**config.mk**
```make
export PLATFORM = sky130hd
export DESIGN_NAME = dfpm_monitor
export DESIGN_NICKNAME = d
export VERILOG_FILES = /design/src/hdl/dfpm_pkg.sv /design/src/hdl/dfpm_persist.sv /design/src/hdl/dfpm_monitor.sv
export VERILOG_INCLUDE_DIRS = /design/src /design/src/hdl
export SDC_FILE = /design/constraint.sdc
export NUM_CORES = 1
export LEC_CHECK = 0
export BUFFER_PORTS_ARGS = -buffer_cell sky130_fd_sc_hd__buf_2
export CAP_MARGIN = 20
export CORE_ASPECT_RATIO = 1.2
export CORE_MARGIN = 4
export CORE_UTILIZATION = 24
export CTS_BUF_LIST = sky130_fd_sc_hd__clkbuf_16
export CTS_CLUSTER_SIZE = 14
export DETAILED_ROUTE_END_ITERATION = 10
export GPL_ROUTABILITY_DRIVEN = 0
export MAX_ROUTING_LAYER = met4
export PLACE_DENSITY = 0.48
export SLEW_MARGIN = 20
export SYNTH_ARGS = -nofsm -noshare
export SYNTH_HDL_FRONTEND = slang
export SYNTH_HIERARCHICAL = 1
export SYNTH_SLANG_ARGS = --single-unit
```
**constraint.sdc**
```tcl
create_clock -name clk -period 2.52 [get_ports clk]
set_input_delay 0.504 -clock clk [delete_from_list [all_inputs] [get_ports clk]]
set_output_delay 0.504 -clock clk [all_outputs]
set_load 0.02 [all_outputs]
```
**src/hdl/dfpm_map.svh**
```systemverilog
// constants for the drive fault protection monitor: times, percents, fault codes
// assumes a 20 MHz control clock and percent-of-rated-current measurements
`ifndef DFPM_MAP_SVH
`define DFPM_MAP_SVH

// ***************************************************
// timing
// ***************************************************
`define DFPM_CLK_HZ 20000000
`define DFPM_TICK_MS 100
`define DFPM_TICK_CYCLES (`DFPM_CLK_HZ / 1000 * `DFPM_TICK_MS)
`define DFPM_TICKS_PER_S (1000 / `DFPM_TICK_MS)
`define DFPM_IPH_PERSIST_S 180
`define DFPM_OPH_PERSIST_MS 1000
`define DFPM_OPH_PERSIST_TICKS (`DFPM_OPH_PERSIST_MS / `DFPM_TICK_MS)

// ***************************************************
// thresholds and defaults
// ***************************************************
`define DFPM_EARLY_NUM 7
`define DFPM_EARLY_DEN 10
`define DFPM_OT_LEVEL_DEF 8'h82
`define DFPM_OT_TIME_DEF 7'h05
`define DFPM_UC_HYST_DEF 5'h0a

// ***************************************************
// fault codes
// ***************************************************
`define DFPM_FC_NONE 8'h00
`define DFPM_FC_IPH 8'h29
`define DFPM_FC_UC 8'h0c
`define DFPM_FC_OT 8'h07
`define DFPM_FC_OC 8'h11
`define DFPM_FC_OPH 8'h08

`endif

```
**src/hdl/dfpm_pkg.sv**
```systemverilog
// types shared by the protection monitor modules
// assumes dfpm_map.svh is compiled alongside
package dfpm_pkg;
    typedef enum logic [2:0] {
        DFPM_OPH_OFF,
        DFPM_OPH_FIRST,
        DFPM_OPH_EACH,
        DFPM_OPH_RUN,
        DFPM_OPH_START_RUN,
        DFPM_OPH_CUTOFF
    } dfpm_oph_mode_t;

    typedef enum logic [1:0] {
        DFPM_CUT_IDLE,
        DFPM_CUT_LOST,
        DFPM_CUT_RESTART
    } dfpm_cut_t;
endpackage : dfpm_pkg

```
**src/hdl/dfpm_persist.sv**
```systemverilog
// persistence timer: counts ticks while a condition holds
// assumes tick is a one-cycle pulse from the same clock domain
`timescale 1ns/100ps
module dfpm_persist
    import dfpm_pkg::*;
#(
    parameter int W = 12
) (
    input wire logic clk,
    input wire logic rst_n,
    input wire logic tick,
    input wire logic cond,
    input wire logic [W-1:0] limit,
    output logic expired
);
    logic [W:0] cnt_r;

    always_ff @(posedge clk or negedge rst_n) begin
        if (!rst_n) begin
            cnt_r <= '0;
        end else if (!cond) begin
            cnt_r <= '0;
        end else if (tick && !(&cnt_r)) begin
            cnt_r <= cnt_r + 1'b1;
        end
    end

    // one extra tick so the first partial tick never shortens the time
    always_ff @(posedge clk or negedge rst_n) begin
        if (!rst_n) begin
            expired <= 1'b0;
        end else begin
            expired <= cond && (cnt_r > {1'b0, limit});
        end
    end
endmodule : dfpm_persist

```
**src/hdl/dfpm_monitor.sv**
```systemverilog
// drive fault protection monitor top: phase loss, undercurrent, over-torque
// assumes currents in percent of motor rated current from same-clock logic;
// phase status lines come from pins and are synchronised here
`timescale 1ns/100ps
`include "dfpm_map.svh"
module dfpm_monitor
    import dfpm_pkg::*;
#(
    parameter int TICK_CYCLES = `DFPM_TICK_CYCLES,
    parameter int IPH_TICKS = `DFPM_IPH_PERSIST_S * `DFPM_TICKS_PER_S,
    parameter bit SINGLE_PHASE = 1'b0
) (
    input wire logic clk,
    input wire logic nrst,
    input wire logic input_phase_check_sel,
    input wire logic [2:0] output_phase_check_mode,
    input wire logic underload_response_sel,
    input wire logic [6:0] undercurrent_level,
    input wire logic [4:0] undercurrent_hysteresis,
    input wire logic [7:0] undercurrent_time,
    input wire logic [2:0] overload_indication_sel,
    input wire logic [7:0] overtorque_level,
    input wire logic [6:0] overtorque_time,
    input wire logic [8:0] torque_current,
    input wire logic [8:0] output_current,
    input wire logic cap_voltage_abnormal,
    input wire logic out_phase_loss,
    input wire logic out_all_phase_loss,
    input wire logic run_active,
    input wire logic start_active,
    input wire logic autotune_active,
    input wire logic dip_restart,
    input wire logic fault_reset,
    output logic relay_early_alarm,
    output logic relay_overtorque,
    output logic underload_alarm,
    output logic trip,
    output logic [7:0] fault_code,
    output logic stop_req,
    output logic out_cutoff,
    output logic restart_req
);
    localparam int TW = $clog2(TICK_CYCLES + 1);
    localparam int IW = $clog2(IPH_TICKS + 1);

    // ***************************************************
    // reset release and pin synchronisers
    // ***************************************************
    logic rst_meta_r;
    logic rst_n;
    logic [2:0] pin_meta_r;
    logic [2:0] pin_sync_r;
    logic [2:0] pin_raw;
    logic cap_abn;
    logic oph_loss;
    logic oph_all;

    always_ff @(posedge clk or negedge nrst) begin
        if (!nrst) begin
            rst_meta_r <= 1'b0;
            rst_n <= 1'b0;
        end else begin
            rst_meta_r <= 1'b1;
            rst_n <= rst_meta_r;
        end
    end

    assign pin_raw = {out_all_phase_loss, out_phase_loss, cap_voltage_abnormal};

    genvar gi;
    generate
        for (gi = 0; gi < 3; gi++) begin : g_sync
            always_ff @(posedge clk or negedge rst_n) begin
                if (!rst_n) begin
                    pin_meta_r[gi] <= 1'b0;
                    pin_sync_r[gi] <= 1'b0;
                end else begin
                    pin_meta_r[gi] <= pin_raw[gi];
                    pin_sync_r[gi] <= pin_meta_r[gi];
                end
            end
        end
    endgenerate

    assign cap_abn = pin_sync_r[0];
    assign oph_loss = pin_sync_r[1];
    assign oph_all = pin_sync_r[2];

    // ***************************************************
    // time base: one pulse per tick period
    // ***************************************************
    logic [TW-1:0] pre_r;
    logic tick_r;

    always_ff @(posedge clk or negedge rst_n) begin
        if (!rst_n) begin
            pre_r <= '0;
            tick_r <= 1'b0;
        end else if (pre_r == TW'(TICK_CYCLES - 1)) begin
            pre_r <= '0;
            tick_r <= 1'b1;
        end else begin
            pre_r <= pre_r + 1'b1;
            tick_r <= 1'b0;
        end
    end

    // ***************************************************
    // input phase loss
    // ***************************************************
    logic iph_cond;
    logic iph_exp;

    // check gated by setting and build
    assign iph_cond = cap_abn && input_phase_check_sel && !SINGLE_PHASE && run_active;

    dfpm_persist #(.W(IW)) u_iph (
        .clk(clk),
        .rst_n(rst_n),
        .tick(tick_r),
        .cond(iph_cond),
        .limit(IW'(IPH_TICKS)),
        .expired(iph_exp)
    );

    // ***************************************************
    // output phase loss
    // ***************************************************
    logic first_run_r;
    logic oph_window;
    logic oph_exp;
    dfpm_oph_mode_t oph_mode;
    dfpm_cut_t cut_r;

    assign oph_mode = dfpm_oph_mode_t'(output_phase_check_mode);

    // first start after power-up ends when start-up finishes
    always_ff @(posedge clk or negedge rst_n) begin
        if (!rst_n) begin
            first_run_r <= 1'b1;
        end else if (run_active && !start_active) begin
            first_run_r <= 1'b0;
        end
    end

    always_comb begin
        unique case (oph_mode)
            DFPM_OPH_FIRST: oph_window = start_active && first_run_r;
            DFPM_OPH_EACH: oph_window = start_active;
            DFPM_OPH_RUN: oph_window = run_active && !start_active;
            DFPM_OPH_START_RUN: oph_window = run_active || start_active;
            default: oph_window = 1'b0;
        endcase
        if (autotune_active) begin
            oph_window = 1'b1;
        end
    end

    dfpm_persist #(.W(8)) u_oph (
        .clk(clk),
        .rst_n(rst_n),
        .tick(tick_r),
        .cond(oph_loss && oph_window),
        .limit(8'(`DFPM_OPH_PERSIST_TICKS)),
        .expired(oph_exp)
    );

    // cutoff detection and restart on reconnection
    always_ff @(posedge clk or negedge rst_n) begin
        if (!rst_n) begin
            cut_r <= DFPM_CUT_IDLE;
        end else begin
            unique case (cut_r)
                DFPM_CUT_IDLE: begin
                    if (oph_mode == DFPM_OPH_CUTOFF && run_active && !dip_restart && oph_all) begin
                        cut_r <= DFPM_CUT_LOST;
                    end
                end
                DFPM_CUT_LOST: begin
                    if (!oph_all) begin
                        cut_r <= DFPM_CUT_RESTART;
                    end
                end
                DFPM_CUT_RESTART: cut_r <= DFPM_CUT_IDLE;
                default: cut_r <= DFPM_CUT_IDLE;
            endcase
        end
    end

    always_ff @(posedge clk or negedge rst_n) begin
        if (!rst_n) begin
            out_cutoff <= 1'b0;
            restart_req <= 1'b0;
        end else begin
            out_cutoff <= (cut_r == DFPM_CUT_LOST);
            restart_req <= (cut_r == DFPM_CUT_RESTART);
        end
    end

    // ***************************************************
    // undercurrent
    // ***************************************************
    logic uc_below;
    logic uc_above;
    logic uc_exp;
    logic uc_alarm_r;

    // level and band in percent of rated current
    assign uc_below = output_current < {2'b00, undercurrent_level};
    assign uc_above = output_current > (9'(undercurrent_level) + 9'(undercurrent_hysteresis));

    dfpm_persist #(.W(12)) u_uc (
        .clk(clk),
        .rst_n(rst_n),
        .tick(tick_r),
        .cond(uc_below && run_active),
        .limit(12'(undercurrent_time * `DFPM_TICKS_PER_S)),
        .expired(uc_exp)
    );

    // clears past the hysteresis band or when the drive stops running
    always_ff @(posedge clk or negedge rst_n) begin
        if (!rst_n) begin
            uc_alarm_r <= 1'b0;
        end else if (uc_exp) begin
            uc_alarm_r <= 1'b1;
        end else if (uc_above || !run_active) begin
            uc_alarm_r <= 1'b0;
        end
    end

    // alarm terminal in either response setting
    always_ff @(posedge clk or negedge rst_n) begin
        if (!rst_n) begin
            underload_alarm <= 1'b0;
        end else begin
            underload_alarm <= uc_alarm_r;
        end
    end

    // ***************************************************
    // over-torque / over-current
    // ***************************************************
    logic [8:0] cmp_cur;
    logic at_early;
    logic at_full;
    logic ot_exp;
    logic ot_valid;

    // settings 3 and up use output current
    assign cmp_cur = (overload_indication_sel < 3'h3) ? torque_current : output_current;
    assign ot_valid = overload_indication_sel <= 3'h5;
    // level in percent of rated current
    assign at_full = {1'b0, cmp_cur} >= {2'b00, overtorque_level};
    assign at_early = (13'(cmp_cur) * 13'(`DFPM_EARLY_DEN))
        >= (13'(overtorque_level) * 13'(`DFPM_EARLY_NUM));

    // time in tenths of a second
    dfpm_persist #(.W(7)) u_ot (
        .clk(clk),
        .rst_n(rst_n),
        .tick(tick_r),
        .cond(at_full && ot_valid),
        .limit(overtorque_time),
        .expired(ot_exp)
    );

    always_ff @(posedge clk or negedge rst_n) begin
        if (!rst_n) begin
            relay_early_alarm <= 1'b0;
        end else if (!ot_valid) begin
            relay_early_alarm <= 1'b0;
        end else if (overload_indication_sel == 3'h2 || overload_indication_sel == 3'h5) begin
            relay_early_alarm <= at_full;
        end else begin
            relay_early_alarm <= at_early;
        end
    end

    always_ff @(posedge clk or negedge rst_n) begin
        if (!rst_n) begin
            relay_overtorque <= 1'b0;
        end else begin
            relay_overtorque <= ot_exp;
        end
    end

    // ***************************************************
    // trip latch; first fault keeps its code, a new fault beats a reset
    // ***************************************************
    logic fault_hit;
    logic [7:0] fault_new;

    always_comb begin
        fault_hit = 1'b1;
        fault_new = `DFPM_FC_NONE;
        if (iph_exp) begin
            fault_new = `DFPM_FC_IPH;
        end else if (oph_exp) begin
            fault_new = `DFPM_FC_OPH;
        end else if (uc_exp && underload_response_sel) begin
            fault_new = `DFPM_FC_UC;
        end else if (ot_exp && overload_indication_sel == 3'h1) begin
            fault_new = `DFPM_FC_OT;
        end else if (ot_exp && overload_indication_sel == 3'h4) begin
            fault_new = `DFPM_FC_OC;
        end else begin
            fault_hit = 1'b0;
        end
    end

    always_ff @(posedge clk or negedge rst_n) begin
        if (!rst_n) begin
            trip <= 1'b0;
            fault_code <= `DFPM_FC_NONE;
            stop_req <= 1'b0;
        end else if (fault_hit && !trip) begin
            trip <= 1'b1;
            fault_code <= fault_new;
            stop_req <= 1'b1;
        end else if (fault_reset && !fault_hit) begin
            trip <= 1'b0;
            fault_code <= `DFPM_FC_NONE;
            stop_req <= 1'b0;
        end
    end
endmodule : dfpm_monitor

```
* Word level (Yosys, flattened, before mapping) *
Cells that the tools add are included.

storage, ports and cells
  bits in registers = 94
  input bits = 71
  output and inout port bits = 15
  word-level logic and storage cells = 142

cells by class
  add/sub/neg operators = 6
  multiply operators = 3
  $lt $le $gt $ge = 10
  equality and inequality tests = 18
  muxes and demuxes = 34
  reduce and logical (&&, ||, !) cells = 43

operators by type and width
  cell                                                                    count
  8-bit 2-to-1 mux                                                        5
  9-bit 2-to-1 mux                                                        3
  13-bit 2-to-1 mux                                                       2
  12-bit 2-to-1 mux                                                       2
  1-bit logical AND                                                       23
  8-bit by 3-bit multiplier with 11-bit output, second input constant     2
  21-bit by 1-bit adder with 21-bit output, second input constant         1
  21-bit == test, second input constant                                   1
  21-bit 2-to-1 mux                                                       1
  5-bit 2-to-1 mux                                                        4
  13-bit by 1-bit adder with 13-bit output, second input constant         1
  13-bit by 11-bit >= comparator with 1-bit output                        1
  13-bit by 12-bit > comparator with 1-bit output                         1
  1-bit 2-to-1 mux                                                        13
  13-bit AND reduction                                                    1
  12-bit by 1-bit adder with 12-bit output, second input constant         1
  3-bit == test, second input constant                                    4
  12-bit by 11-bit > comparator with 1-bit output, second input constant  1
  9-bit by 3-bit multiplier with 12-bit output, second input constant     1
  2-bit != test, second input constant                                    6
  12-bit AND reduction                                                    1
  9-bit by 1-bit adder with 9-bit output, second input constant           1
  3-bit by 2-bit == test with 1-bit output, second input constant         3
  9-bit by 8-bit >= comparator with 1-bit output                          1
  21 further kinds                                                        34

* Longest topological paths before layout *
Gate-level depths: netlist (run 1).

  depth in word-level cells = 11
  mapped depth = 16
  mapped depth without buffers = 15

* Cells and area by module *
Netlist (run 1), hierarchy kept.

modules (own cells, without submodules)
  module                times used  cells each  area each (µm²)  seq. area each (µm²)
  dfpm_monitor          1           416         4081.4           1152.4
  dfpm_persist (u_uc)   1           117         1044.8           350.3
  dfpm_persist (u_iph)  1           110         1019.7           325.3
  dfpm_persist (u_oph)  1           70          688.2            250.2
  dfpm_persist (u_ot)   1           69          641.9            225.2

* Worst setup path before layout (run 1) *
OpenSTA, ideal clock, no wires.

  path type = input to register
  start = in overload_indication_sel[0]
  end = reg relay_early_alarm
  library setup time = 126 ps
  data arrival time = 3571 ps
  data required time = 2394 ps
  slack = -1177 ps
  stages = 14
  buffers on the path = 1
  path through = buf_6 > a21oi_4 > mux2_2 > ha_1 > fa_1 > a21o_1 > a21oi_1 > xnor2_1 > ha_1 > a211oi_1 > o21ai_0 > o211ai_1 > nand3_1 > o32a_1

on the way
  word-level cells in the longest chain between the ends = 6
  elaborated cells on any way between the ends = 11
  classes of those cells = mul (1); order compare (4); eq/ne (2); mux (3); reduce/logical (1)

ends and longest elaborated chain
  what                                              RTL line             source
  start: declaration                                dfpm_monitor.sv:21   input wire logic [2:0] overload_indication_sel,
  3-bit by 2-bit < comparator with 1-bit output     dfpm_monitor.sv:251  assign cmp_cur = (overload_indication_sel < 3'h3) ? torque_current : output_current;
  9-bit 2-to-1 mux                                  dfpm_monitor.sv:251
  9-bit by 3-bit multiplier with 12-bit output      dfpm_monitor.sv:255  assign at_early = (13'(cmp_cur) * 13'(`DFPM_EARLY_DEN))
  13-bit by 11-bit >= comparator with 1-bit output  dfpm_monitor.sv:255
  1-bit 2-to-1 mux                                  dfpm_monitor.sv:273  end else if (overload_indication_sel == 3'h2 || overload_indication_sel == 3'h5) begin
  1-bit 2-to-1 mux *                                dfpm_monitor.sv:271  end else if (!ot_valid) begin
  end signal: assignment                            dfpm_monitor.sv:274  relay_early_alarm <= at_full;
  end signal: assignment                            dfpm_monitor.sv:276  relay_early_alarm <= at_early;
  end: declaration                                  dfpm_monitor.sv:34   output logic relay_early_alarm,

Every way passes the cells marked *; elsewhere a longest branch is shown, timed or not.
A chain may end at the register's enable or synchronous reset.

* Worst setup path after layout (run 1) *
  start = in overload_indication_sel[1]
  end = reg relay_early_alarm

The elaborated chain is that of the path after synthesis.

==> impl_metrics.py, run 1 <==
metrics = {
    "cells_and_area": {
        "layout.nets": 1182,
        "finalNonFillerCells": 1388,
        "layout.cell_area.non_filler_um2": 9850,
        "num_antenna_cells": 0,
        "post_route_cells_drive_above_1_share_pct": 27.2,
        "fillers": 3202,
        "syn_to_final_growth_pct": 31.8,
    },
    "worst_setup_path": {
        "crit_path_start_kind": "input pin",
        "reg2reg_from": "u_oph/cnt_r[1]",
        "crit_start": "overload_indication_sel[1]",
        "worstPathRequired_ns": 2.80,
        "arrival_ns": 3.53,
        "end_kind": "register",
        "critical_path_peak_fanout": 5,
        "critical_path_class": "in -> reg",
    },
    "route": {
        "routed_via_density": 4.45,
        "routed_wire_length_per_instance_um": 12.9,
        "drtPass1Iterations": 4,
        "antenna_left": 0,
        "dr_vias": 6181,
        "wl_um": 17900,
        "drt_iter0_markers": 262,
        "drc_errors": 0,
    },
    "yosys": {
        "yosys_most_used_dff": "sky130_fd_sc_hd__dfrtp_1",
        "ys_async_sr_fraction_pct": 100,
        "synthesis.area_um2": 7480,
        "post-synth-top-area-cell": "sky130_fd_sc_hd__dfrtp_1",
        "synth_cells": 782,
        "register_area_share_after_synthesis_pct": 30.8,
        "yosys_warnings": 6,
        "post_synth.cell_area_avg_um2": 9.56,
        "synth_most_common_cell": "sky130_fd_sc_hd__ha_1",
        "netlist-cell-type-count": 81,
        "netlist.area_leader.share_pct": 30.5,
        "synth-edff-count": 0,
        "number_of_synthesized_register_bits": 92,
        "synthTopCellsByCount": "113 x sky130_fd_sc_hd__ha_1, 91 x sky130_fd_sc_hd__dfrtp_1, 79 x sky130_fd_sc_hd__inv_1, 48 x sky130_fd_sc_hd__nor2_1, 43 x sky130_fd_sc_hd__nand2_1",
        "post_synth_main_area_contributors": "sky130_fd_sc_hd__dfrtp_1 30%, sky130_fd_sc_hd__ha_1 19%, sky130_fd_sc_hd__inv_1 4.0%",
    },
    "placed_design": {
        "place_inst": 1355,
        "dpl-instance-area_um2": 9160,
        "place.port_buffers": 83,
        "dpl.hpwl_um": 14100,
    },
    "floorplanning": {
        "chipHeight_um": 201,
        "die_width_um": 169,
        "floorplan.die_area_um2": 34000,
        "initial_core_util_pct": 24.5,
        "io_pins": 86,
        "rows": 70,
        "core_box_area_um2": 30600,
    },
    "pwr": {
        "power.density_nw_per_um2": 416,
        "switching_power_mw": 1.25,
        "total_power_mw": 4.10,
        "p_leak_nw": 4.74,
        "cellInternalPower_mw": 2.86,
        "p_sw_share_pct": 30.4,
        "ir_drop_uv": 293,
        "power_frac_clock_pct": 30.0,
        "power.share.combinational_pct": 33.3,
        "proportion_of_power_drawn_by_flip_flops_and_latches_pct": 36.8,
    },
    "outcome": {
        "run_status": "finished, violations left",
        "failed_checks": "negative setup slack",
    },
    "sta": {
        "rsz0062_at_grt": "true",
        "clock-skew-final_ns": 0.00907,
        "max_freq_ghz": 0.308,
        "finalSetupViolations": 11,
        "period_minus_slack_ns": 3.25,
        "period_share_pct": 129,
        "setup_ws_ns": -0.729,
        "slew_headroom_pct": 60.3,
        "timing.final.hold_violations": 0,
        "worst_pin_slew_ns": 0.595,
        "slew_viol_final": 0,
    },
    "clocking": {
        "clk_transition_reported_paths_ns": 0.06,
        "cts_root_buf": "sky130_fd_sc_hd__clkbuf_16",
        "ctsLongestPathBuffers": 2,
        "insertion_delay_ns": 0.34,
        "cts_h_tree_lvls": 3,
        "cts_made_buffers": 9,
        "cts_tree": "built",
        "clock_sink_count": 92,
    },
    "worst_hold_path": {
        "min-delay-start": "cap_voltage_abnormal",
        "type_of_the_tightest_min_delay_check": "in -> reg",
    },
    "global_route": {
        "grt.total_usage_pct": 11.1,
        "grt_overflow_total": 0,
        "antenna_violations_before_repair": 0,
        "grt_pass1_vias": 6474,
        "grt_max_degree": 50,
        "global_route_wire_length_before_repair_um": 30700,
    },
    "job": {
        "maxCapViolations": 0,
    },
}
==> what timing repair did <==
| item | CTS | global route |
|---|---|---|
| setup buffers | 21 | 2 |
| resized for setup | 50 | 12 |
| endpoints found under the setup margin | 11 | 11 |
| hold endpoints to repair | 2 | 0 |
| cloned | 1 | 0 |
| pin swaps | 29 | 11 |
| hold buffers | 1 | 0 |
==> logic make-up (layout without fill, tap and decap cells) <==
kind of cell / Yosys count / after routing / share of synthesized area (%)
AO/OA/AOI/OAI: 163 / 164 / 15.1
XOR/XNOR: 52 / 52 / 6.34
adder cells (fa/ha/maj): 124 / 124 / 21.9
buffers and inverters: 91 / 279 / 5.00
flip-flops: 92 / 92 / 30.8
multiplexers: 18 / 18 / 2.66
other: 2 / 23 / 0.100
AND/OR/NAND/NOR: 240 / 240 / 18.1
==> state kept, by name, summed over array words and instances (netlist names), 2 cells and up <==
signal,count
u_iph/cnt_r,12
pin_meta_r,3
u_uc/cnt_r,13
u_oph/cnt_r,9
pre_r,21
fault_code,6
u_ot/cnt_r,8
cut_r,2
==> layer usage <==
layer,GRT usage (%),vias up,part of all wire [%]
met2,20.5,53,53
met3,1.24,8,2.1
met1,13.0,2912,44
met4,2.24,0,0.84
li1,-,3208,-
met5,-,-,0
==> worst max-delay path, stage by stage <==
cell	delay, ns
sky130_fd_sc_hd__buf_12	0.11
sky130_fd_sc_hd__a21oi_4	0.16
sky130_fd_sc_hd__buf_12	0.14
sky130_fd_sc_hd__mux2_4	0.34
sky130_fd_sc_hd__ha_4	0.17
sky130_fd_sc_hd__ha_4	0.15
sky130_fd_sc_hd__fa_2	0.37
sky130_fd_sc_hd__a211oi_2	0.19
sky130_fd_sc_hd__o21bai_1	0.10
sky130_fd_sc_hd__a21oi_2	0.21
sky130_fd_sc_hd__xnor2_2	0.09
sky130_fd_sc_hd__ha_1	0.30
sky130_fd_sc_hd__nand4_1	0.07
sky130_fd_sc_hd__or3_1	0.32
sky130_fd_sc_hd__a21oi_2	0.12
sky130_fd_sc_hd__o32a_1	0.16
==> final cells by class <==
| type | count | area, µm² | share of cell area, % |
|---|---|---|---|
| Clock buffer | 9 | 225 | 2.29 |
| Tap cell | 396 | 495 | 5.03 |
| Timing Repair Buffer | 184 | 1280 | 13.0 |
| Sequential cell | 92 | 2310 | 23.4 |
| Inverter | 79 | 302 | 3.06 |
| Multi-Input combinational cell | 621 | 5210 | 52.9 |
| Clock inverter | 7 | 37.5 | 0.381 |
==> cell usage in the layout (no fill, tap or decap), types with 9 or more instances in the layout <==
cell type	n
sky130_fd_sc_hd__nand3_1	29
sky130_fd_sc_hd__ha_4	10
sky130_fd_sc_hd__inv_1	79
sky130_fd_sc_hd__nand4_1	21
sky130_fd_sc_hd__ha_1	101
sky130_fd_sc_hd__and3_1	10
sky130_fd_sc_hd__nand2_1	43
sky130_fd_sc_hd__nor2b_1	18
sky130_fd_sc_hd__a21oi_2	9
sky130_fd_sc_hd__a21o_1	17
sky130_fd_sc_hd__clkbuf_16	9
sky130_fd_sc_hd__xnor2_1	30
sky130_fd_sc_hd__dfrtp_1	90
sky130_fd_sc_hd__buf_6	11
sky130_fd_sc_hd__conb_1	23
sky130_fd_sc_hd__a21oi_1	29
sky130_fd_sc_hd__mux2i_1	10
sky130_fd_sc_hd__buf_4	91
sky130_fd_sc_hd__o21ai_0	23
sky130_fd_sc_hd__xor2_1	19
sky130_fd_sc_hd__buf_2	77
sky130_fd_sc_hd__nor2_1	45
==> final timing paths <==
kind	endpoint	slack (ns)	depth (start not counted)
setup reg to reg	u_oph/cnt_r[6]	0.53	9
hold reg to reg	u_uc/cnt_r[6]	0.34	0
max in group asynchronous	first_run_r	1.44	1
setup / recovery	relay_early_alarm	-0.73	16
hold / removal	pin_meta_r[0]	0.27	1
min in group asynchronous	u_uc/cnt_r[6]	0.34	0
==> through the flow <==
step           utilization (%)  hold WS (ns)  setup WS [ns]  TNS, ns
6_report                  32.2         0.273         -0.729    -4.23
5_1_grt                   32.2         0.260         -0.837    -4.90
4_1_cts                   32.0         0.257         -0.700    -4.24
3_5_place_dp              30.0         0.296          -1.33    -8.62
3_3_place_gp              30.0         0.291          -1.27    -8.60
2_1_floorplan                -         0.208          -1.07    -3.57
==> power groups by stage <==
stage,clock network [mW],registers [mW],logic (mW)
final,1.23,1.51,1.36
after global routing,1.36,1.51,1.55
after CTS,1.29,1.51,1.34
after detailed placement,0,1.54,1.23
after global placement,0,1.54,1.23
after floorplan,0,1.55,0.732
Power figures use the tool's default switching activity.
==> inputs of run 2 (changes only) <==
--- a/config.mk
+++ b/config.mk
@@ -6,8 +6,11 @@
 export SDC_FILE = /design/constraint.sdc
 export NUM_CORES = 1
 export LEC_CHECK = 0
+export ABC_AREA = 1
 export BUFFER_PORTS_ARGS = -buffer_cell sky130_fd_sc_hd__buf_2
 export CAP_MARGIN = 20
+export CELL_PAD_IN_SITES_DETAIL_PLACEMENT = 1
+export CELL_PAD_IN_SITES_GLOBAL_PLACEMENT = 2
 export CORE_ASPECT_RATIO = 1.2
 export CORE_MARGIN = 4
 export CORE_UTILIZATION = 24
@@ -16,7 +19,7 @@
 export DETAILED_ROUTE_END_ITERATION = 10
 export GPL_ROUTABILITY_DRIVEN = 0
 export MAX_ROUTING_LAYER = met4
-export PLACE_DENSITY = 0.48
+export PLACE_DENSITY = 0.69
 export SLEW_MARGIN = 20
 export SYNTH_ARGS = -nofsm -noshare
 export SYNTH_HDL_FRONTEND = slang
==> run 2 against run 1 <==
The flow still finishes with violations (negative setup slack). Wire length rose by 39%. Global-route usage grew 2.8 points. Synthesized cell count grew 45%. Synthesized area up 12%. Combinational power up 13%. First-iteration DRC count down 11%. Final cell count increased by 30%. Maximum frequency grew 8.8%. Power rose by 8.0%. Setup slack improved by 0.26 ns. Design area increased by 11%. Highest routed layer unchanged.
==> impl_metrics.py, run 2 <==
metrics = {
    "route": {
        "antenna_left": 0,
        "routed_via_density": 4.44,
        "routed_wire_length_per_instance_um": 13.8,
        "drt_iter0_markers": 232,
        "wl_um": 24900,
        "drtPass1Iterations": 4,
        "drc_errors": 0,
        "dr_vias": 8022,
    },
    "clocking": {
        "cts_h_tree_lvls": 3,
        "cts_root_buf": "sky130_fd_sc_hd__clkbuf_16",
        "cts_tree": "built",
        "clock_sink_count": 92,
        "insertion_delay_ns": 0.36,
        "clk_transition_reported_paths_ns": 0.07,
        "cts_made_buffers": 9,
        "ctsLongestPathBuffers": 2,
    },
    "yosys": {
        "yosys_most_used_dff": "sky130_fd_sc_hd__dfrtp_1",
        "synth_cells": 1135,
        "synth-edff-count": 0,
        "synthesis.area_um2": 8400,
        "yosys_warnings": 6,
        "synthTopCellsByCount": "247 x sky130_fd_sc_hd__nand2_1, 197 x sky130_fd_sc_hd__inv_1, 113 x sky130_fd_sc_hd__ha_1, 99 x sky130_fd_sc_hd__nor2_1, 91 x sky130_fd_sc_hd__dfrtp_1",
        "post-synth-top-area-cell": "sky130_fd_sc_hd__dfrtp_1",
        "post_synth.cell_area_avg_um2": 7.40,
        "synth_most_common_cell": "sky130_fd_sc_hd__nand2_1",
        "number_of_synthesized_register_bits": 92,
        "register_area_share_after_synthesis_pct": 27.4,
        "post_synth_main_area_contributors": "sky130_fd_sc_hd__dfrtp_1 27%, sky130_fd_sc_hd__ha_1 17%, sky130_fd_sc_hd__nand2_1 11%",
        "ys_async_sr_fraction_pct": 100,
        "netlist-cell-type-count": 50,
        "netlist.area_leader.share_pct": 27.1,
    },
    "cells_and_area": {
        "layout.cell_area.non_filler_um2": 10900,
        "reg_top3": "pre_r: 21 flops, u_uc/cnt_r: 13 flops, u_iph/cnt_r: 12 flops",
        "commonest_non_fill_non_tap_cell_in_the_layout": "sky130_fd_sc_hd__nand2_1",
        "layout.core_utilization_pct": 31.9,
        "layout.nets": 1542,
        "post_route_cells_drive_above_1_share_pct": 23.3,
        "syn_to_final_growth_pct": 30.1,
        "num_antenna_cells": 0,
        "final_cell_mix": "243 x sky130_fd_sc_hd__nand2_1, 197 x sky130_fd_sc_hd__inv_1, 104 x sky130_fd_sc_hd__buf_4, 97 x sky130_fd_sc_hd__nor2_1, 93 x sky130_fd_sc_hd__ha_1",
        "finalNonFillerCells": 1808,
        "number_of_flip_flops_under_the_largest_register_name": 21,
        "largest-register": "pre_r",
    },
    "global_route": {
        "antenna_violations_before_repair": 0,
        "grt_overflow_total": 0,
        "grt.total_usage_pct": 13.9,
        "grt_pass1_vias": 8672,
        "grt_max_degree": 88,
        "global_route_wire_length_before_repair_um": 41800,
    },
    "pwr": {
        "switching_power_mw": 1.43,
        "total_power_mw": 4.43,
        "p_sw_share_pct": 32.2,
        "power.density_nw_per_um2": 406,
        "power.share.combinational_pct": 34.8,
        "ir_drop_uv": 288,
        "proportion_of_power_drawn_by_flip_flops_and_latches_pct": 33.8,
        "power_frac_clock_pct": 31.4,
        "cellInternalPower_mw": 3.00,
        "p_leak_nw": 5.67,
    },
    "placed_design": {
        "dpl-instance-area_um2": 10300,
        "dpl.hpwl_um": 20600,
        "place_inst": 1785,
        "place.port_buffers": 83,
    },
    "sta": {
        "rsz0062_at_grt": "true",
        "timing.final.hold_violations": 0,
        "period_minus_slack_ns": 2.99,
        "period_share_pct": 118,
        "setup_ws_ns": -0.466,
        "finalSetupViolations": 1,
        "slew_viol_final": 0,
        "max_freq_ghz": 0.335,
        "worst_pin_slew_ns": 0.643,
        "clock-skew-final_ns": 0.0125,
        "slew_headroom_pct": 56.8,
    },
    "floorplanning": {
        "floorplan.die_area_um2": 38100,
        "chipHeight_um": 213,
        "die_width_um": 179,
        "core_box_area_um2": 34300,
        "rows": 74,
        "io_pins": 86,
        "initial_core_util_pct": 24.5,
    },
    "worst_setup_path": {
        "end_kind": "register",
        "reg2reg_slack_ns": 0.61,
        "critical_path_class": "in -> reg",
        "worstPathRequired_ns": 2.80,
        "crit_path_start_kind": "input pin",
        "arrival_ns": 3.27,
        "critical_path_peak_fanout": 3,
    },
    "job": {
        "maxCapViolations": 0,
    },
    "outcome": {
        "run_status": "finished, violations left",
        "failed_checks": "negative setup slack",
    },
    "worst_hold_path": {
        "type_of_the_tightest_min_delay_check": "reg -> async",
    },
}
run 2: cell type report:
type / instances / area [µm²]
Clock buffer: 9 / 225
Clock inverter: 7 / 68.8
Multi-Input combinational cell: 850 / 5690
Tap cell: 456 / 571
Inverter: 204 / 774
Fill cell: 4240 / 23300
Timing Repair Buffer: 190 / 1280
Sequential cell: 92 / 2310
run 2: power groups by stage:
stage | clock [mW] | sequential [mW] | combinational [mW]
2_1_floorplan | 0 | 1.55 | 0.842
3_3_place_gp | 0 | 1.53 | 1.42
3_5_place_dp | 0 | 1.53 | 1.45
4_1_cts | 1.46 | 1.50 | 1.48
5_1_grt | 1.51 | 1.50 | 1.77
6_report | 1.39 | 1.50 | 1.54
run 2: worst paths after layout:
check                                     to                 from  cells after the start
max                        relay_early_alarm  overtorque_level[1]                     18
min                            pin_meta_r[1]                rst_n                      0
max reg2reg                   u_oph/cnt_r[6]       u_oph/cnt_r[1]                     10
min reg2reg                    pin_meta_r[1]                rst_n                      0
max in group asynchronous      u_ot/cnt_r[7]                rst_n                      1
min in group clk               pin_meta_r[2]   out_all_phase_loss                      1
run 2: metrics by stage:
step	TNS (ns)	hold slack, ns	setup slack (ns)
6_report	-0.466	0.118	-0.466
5_1_grt	-1.40	0.129	-0.660
4_1_cts	-1.45	0.118	-0.492
3_5_place_dp	-7.31	0.107	-0.959
3_3_place_gp	-6.78	0.106	-0.867
2_1_floorplan	-0.635	0.208	-0.582
run 2: layer usage:
metal | GRT usage (%) | vias up | wire length [µm]
met5 | - | - | 0
met4 | 2.46 | 0 | 235
met3 | 1.58 | 14 | 527
met2 | 25.4 | 83 | 12800
met1 | 16.6 | 3837 | 11400
li1 | - | 4088 | -
run 2: timing repair:
action,4_1_cts,5_1_grt
hold endpoints to repair,2,0
setup buffers,1,5
endpoints found under the setup margin,11,12
hold buffers,1,0
pin swaps,6,31
resized for setup,9,42
cloned,0,0
run 2: cells by family after synthesis:
| kind of cell | count (synthesis) | share of synthesized area, % |
|---|---|---|
| flip-flops | 92 | 27.4 |
| adder cells (fa/ha/maj) | 124 | 19.5 |
| buffers and inverters | 214 | 10.2 |
| XOR/XNOR | 39 | 4.07 |
| other | 2 | 0.0894 |
| multiplexers | 3 | 0.402 |
| AO/OA/AOI/OAI | 124 | 8.55 |
| AND/OR/NAND/NOR | 537 | 29.8 |
run 2: critical path: stages:
cell and delay, ns:
sky130_fd_sc_hd__buf_4 0.13, sky130_fd_sc_hd__fa_1 0.46, sky130_fd_sc_hd__ha_2 0.20, sky130_fd_sc_hd__fa_2 0.35, sky130_fd_sc_hd__a21oi_2 0.13, sky130_fd_sc_hd__o21bai_1 0.09, sky130_fd_sc_hd__a21oi_1 0.16, sky130_fd_sc_hd__o21bai_1 0.11
sky130_fd_sc_hd__xnor2_1 0.17, sky130_fd_sc_hd__ha_4 0.29, sky130_fd_sc_hd__nand4_1 0.10, sky130_fd_sc_hd__nor2_1 0.14, sky130_fd_sc_hd__nand4_1 0.09, sky130_fd_sc_hd__nand2_1 0.09, sky130_fd_sc_hd__nor2_1 0.04, sky130_fd_sc_hd__nand2_1 0.05
sky130_fd_sc_hd__nand2_1 0.06, sky130_fd_sc_hd__a21oi_2 0.11
==> inputs of run 3 (changes only) <==
--- a/config.mk
+++ b/config.mk
@@ -9,9 +9,8 @@
 export ABC_AREA = 1
 export BUFFER_PORTS_ARGS = -buffer_cell sky130_fd_sc_hd__buf_2
 export CAP_MARGIN = 20
-export CELL_PAD_IN_SITES_DETAIL_PLACEMENT = 1
-export CELL_PAD_IN_SITES_GLOBAL_PLACEMENT = 2
-export CORE_ASPECT_RATIO = 1.2
+export CELL_PAD_IN_SITES_DETAIL_PLACEMENT = 0
+export CELL_PAD_IN_SITES_GLOBAL_PLACEMENT = 1
 export CORE_MARGIN = 4
 export CORE_UTILIZATION = 24
 export CTS_BUF_LIST = sky130_fd_sc_hd__clkbuf_16
@@ -19,9 +18,8 @@
 export DETAILED_ROUTE_END_ITERATION = 10
 export GPL_ROUTABILITY_DRIVEN = 0
 export MAX_ROUTING_LAYER = met4
-export PLACE_DENSITY = 0.69
+export PLACE_DENSITY = 0.58
 export SLEW_MARGIN = 20
 export SYNTH_ARGS = -nofsm -noshare
 export SYNTH_HDL_FRONTEND = slang
-export SYNTH_HIERARCHICAL = 1
 export SYNTH_SLANG_ARGS = --single-unit
==> run 3 against run 2 <==
The flow still finishes with violations (negative setup slack). Power is 4.7% lower. Largest power group is now sequential cells. Clock-buffer cell count unchanged. Hold slack improved by 0.15 ns. Sequential share of layout area grew 3.6 points.
==> impl_metrics.py, run 3 <==
metrics = {
    "outcome": {
        "run_status": "finished, violations left",
        "failed_checks": "negative setup slack",
    },
    "yosys": {
        "yosys_warnings": 0,
        "netlist.area_leader.share_pct": 31.0,
        "register_area_share_after_synthesis_pct": 31.4,
        "synth_most_common_cell": "sky130_fd_sc_hd__nand2_1",
        "number_of_synthesized_register_bits": 92,
        "synthTopCellsByCount": "151 x sky130_fd_sc_hd__nand2_1, 145 x sky130_fd_sc_hd__inv_1, 95 x sky130_fd_sc_hd__ha_1, 91 x sky130_fd_sc_hd__dfrtp_1, 74 x sky130_fd_sc_hd__nor2_1",
        "synth-edff-count": 0,
        "synthesis.area_um2": 7340,
        "yosys_most_used_dff": "sky130_fd_sc_hd__dfrtp_1",
        "synth_cells": 910,
        "ys_async_sr_fraction_pct": 100,
        "netlist-cell-type-count": 52,
        "post_synth_main_area_contributors": "sky130_fd_sc_hd__dfrtp_1 31%, sky130_fd_sc_hd__ha_1 16%, sky130_fd_sc_hd__nand2_1 7.7%",
        "post_synth.cell_area_avg_um2": 8.07,
        "post-synth-top-area-cell": "sky130_fd_sc_hd__dfrtp_1",
    },
    "pwr": {
        "ir_drop_uv": 274,
        "total_power_mw": 4.22,
        "power.density_nw_per_um2": 453,
        "p_leak_nw": 4.61,
    },
    "global_route": {
        "grt_max_degree": 35,
        "grt_overflow_total": 0,
        "grt.total_usage_pct": 11.2,
        "global_route_wire_length_before_repair_um": 30500,
        "antenna_violations_before_repair": 0,
        "grt_pass1_vias": 6352,
    },
    "floorplanning": {
        "core_box_area_um2": 29900,
        "chipHeight_um": 183,
        "floorplan.die_area_um2": 33500,
        "initial_core_util_pct": 24.6,
        "die_width_um": 183,
        "io_pins": 86,
        "rows": 63,
    },
    "sta": {
        "max_freq_ghz": 0.333,
        "period_share_pct": 119,
        "period_minus_slack_ns": 3.00,
        "setup_total_neg_slack_ns": -0.530,
        "timing.final.hold_violations": 0,
        "rsz0062_at_grt": "true",
        "finalSetupViolations": 2,
        "clock-skew-final_ns": 0.00965,
        "setup_ws_ns": -0.479,
        "slew_viol_final": 0,
    },
    "cells_and_area": {
        "num_antenna_cells": 0,
        "layout.cell_area.non_filler_um2": 9320,
        "largest-register": "pre_r",
        "layout.nets": 1250,
        "fillers": 3205,
        "number_of_flip_flops_under_the_largest_register_name": 21,
        "commonest_non_fill_non_tap_cell_in_the_layout": "sky130_fd_sc_hd__nand2_1",
        "syn_to_final_growth_pct": 26.9,
        "reg_top3": "pre_r: 21 flops, u_uc.cnt_r: 13 flops, u_iph.cnt_r: 12 flops",
        "post_route_cells_drive_above_1_share_pct": 24.1,
        "final_cell_mix": "147 x sky130_fd_sc_hd__nand2_1, 145 x sky130_fd_sc_hd__inv_1, 90 x sky130_fd_sc_hd__dfrtp_1, 86 x sky130_fd_sc_hd__ha_1, 81 x sky130_fd_sc_hd__buf_2",
    },
    "route": {
        "antenna_left": 0,
        "wl_um": 17600,
        "routed_wire_length_per_instance_um": 12.0,
        "dr_vias": 6190,
        "drc_errors": 0,
        "drt_iter0_markers": 282,
        "drtPass1Iterations": 4,
        "routed_via_density": 4.22,
    },
    "worst_setup_path": {
        "timing.critical_path.buf_inv": 2,
        "timing.critical_path.cells": "buf_2 > nand2_8 > nand2_8 > mux2_4 > ha_4 > ha_4 > fa_2 > a31oi_2 > xor2_1 > inv_1 > ha_1 > nand2_1 > nor2_1 > a211oi_2 > nand2_1 > nand2_1 > nand2_1 > nand2_1 > nor2_1",
        "critical_path_class": "in -> reg",
        "reg2reg_from": "u_oph.cnt_r[1]",
        "end_kind": "register",
        "cp_top_family": "adder cells",
        "cpMostUsedCell": "sky130_fd_sc_hd__nand2_1",
        "arrival_ns": 3.23,
        "crit_path_start_kind": "input pin",
        "critical_path_peak_fanout": 13,
        "worstPathRequired_ns": 2.76,
        "timing.critical_path.slowest_stage_cell": "sky130_fd_sc_hd__fa_2",
        "crit_start": "overload_indication_sel[0]",
        "largest_stage_delay_worst_path_ns": 0.41,
    },
    "placed_design": {
        "dpl.hpwl_um": 14500,
        "dpl-instance-area_um2": 8890,
        "place.port_buffers": 83,
    },
    "clocking": {
        "cts_root_buf": "sky130_fd_sc_hd__clkbuf_16",
        "cts_h_tree_lvls": 3,
        "cts_made_buffers": 9,
        "cts_tree": "built",
        "ctsLongestPathBuffers": 2,
        "clk_transition_reported_paths_ns": 0.07,
        "cts_setup_buffers": 0,
        "insertion_delay_ns": 0.35,
        "clock_sink_count": 92,
    },
    "worst_hold_path": {
        "type_of_the_tightest_min_delay_check": "reg -> async",
    },
    "job": {
        "maxCapViolations": 0,
    },
}
-- run 3: through the flow --
step | instances | setup slack, ns | utilization [%] | hold slack (ns)
after floorplan | 911 | -0.578 | - | 0.208
after global placement | 1451 | -0.898 | 29.7 | 0.285
after detailed placement | 1451 | -0.950 | 29.7 | 0.285
after CTS | 1468 | -0.490 | 30.9 | 0.253
after global routing | 1468 | -0.663 | 31.2 | 0.253
final | 1468 | -0.479 | 31.2 | 0.267
-- run 3: routing by layer --
metal,vias up,routed length [µm],GRT usage [%]
met5,-,0,-
met4,0,153,2.06
met3,8,500,1.65
met2,58,7920,17.5
met1,2794,9040,15.6
li1,3330,-,-
-- run 3: cell families after synthesis --
logic type,Yosys count,synth area share [%]
fa+ha+maj,106,19.2
other cells,2,0.102
buf+inv,162,8.66
xor+xnor,44,5.25
compound gates,122,9.78
mux,4,0.613
simple gates,378,25.0
flops,92,31.4
-- run 3: final cells by class --
class	count	area [µm²]	share of cell area, %
repair buffers	159	1010	10.8
flip-flops and latches	92	2310	24.8
well taps	390	488	5.24
multi-input cells	657	4610	49.5
clock inverters	7	91.3	0.980
clock buffers	9	225	2.42
inverters	154	581	6.23
-- run 3: repair_timing --
action                                  CTS  global route
endpoints found under the hold margin     2             0
gates resized for setup                   7            16
hold buffers                              1             0
pin swaps                                 3             3
endpoints found under the setup margin    2            11
-- run 3: final timing paths --
kind	slack [ns]	to	cells after the start
worst min register to register	0.27	pre_r[14]	0
max in group asynchronous	1.52	pre_r[0]	1
worst max register to register	0.49	u_oph.cnt_r[6]	12
min in group clk	0.27	pin_meta_r[0]	1
worst min-delay path	0.27	pre_r[14]	0
worst max-delay path	-0.48	relay_early_alarm	19
-- run 3: report_power, final --
part           switching, mW  internal [mW]
Combinational          0.641          0.600
Sequential            0.0144           1.49
Clock                  0.610          0.867
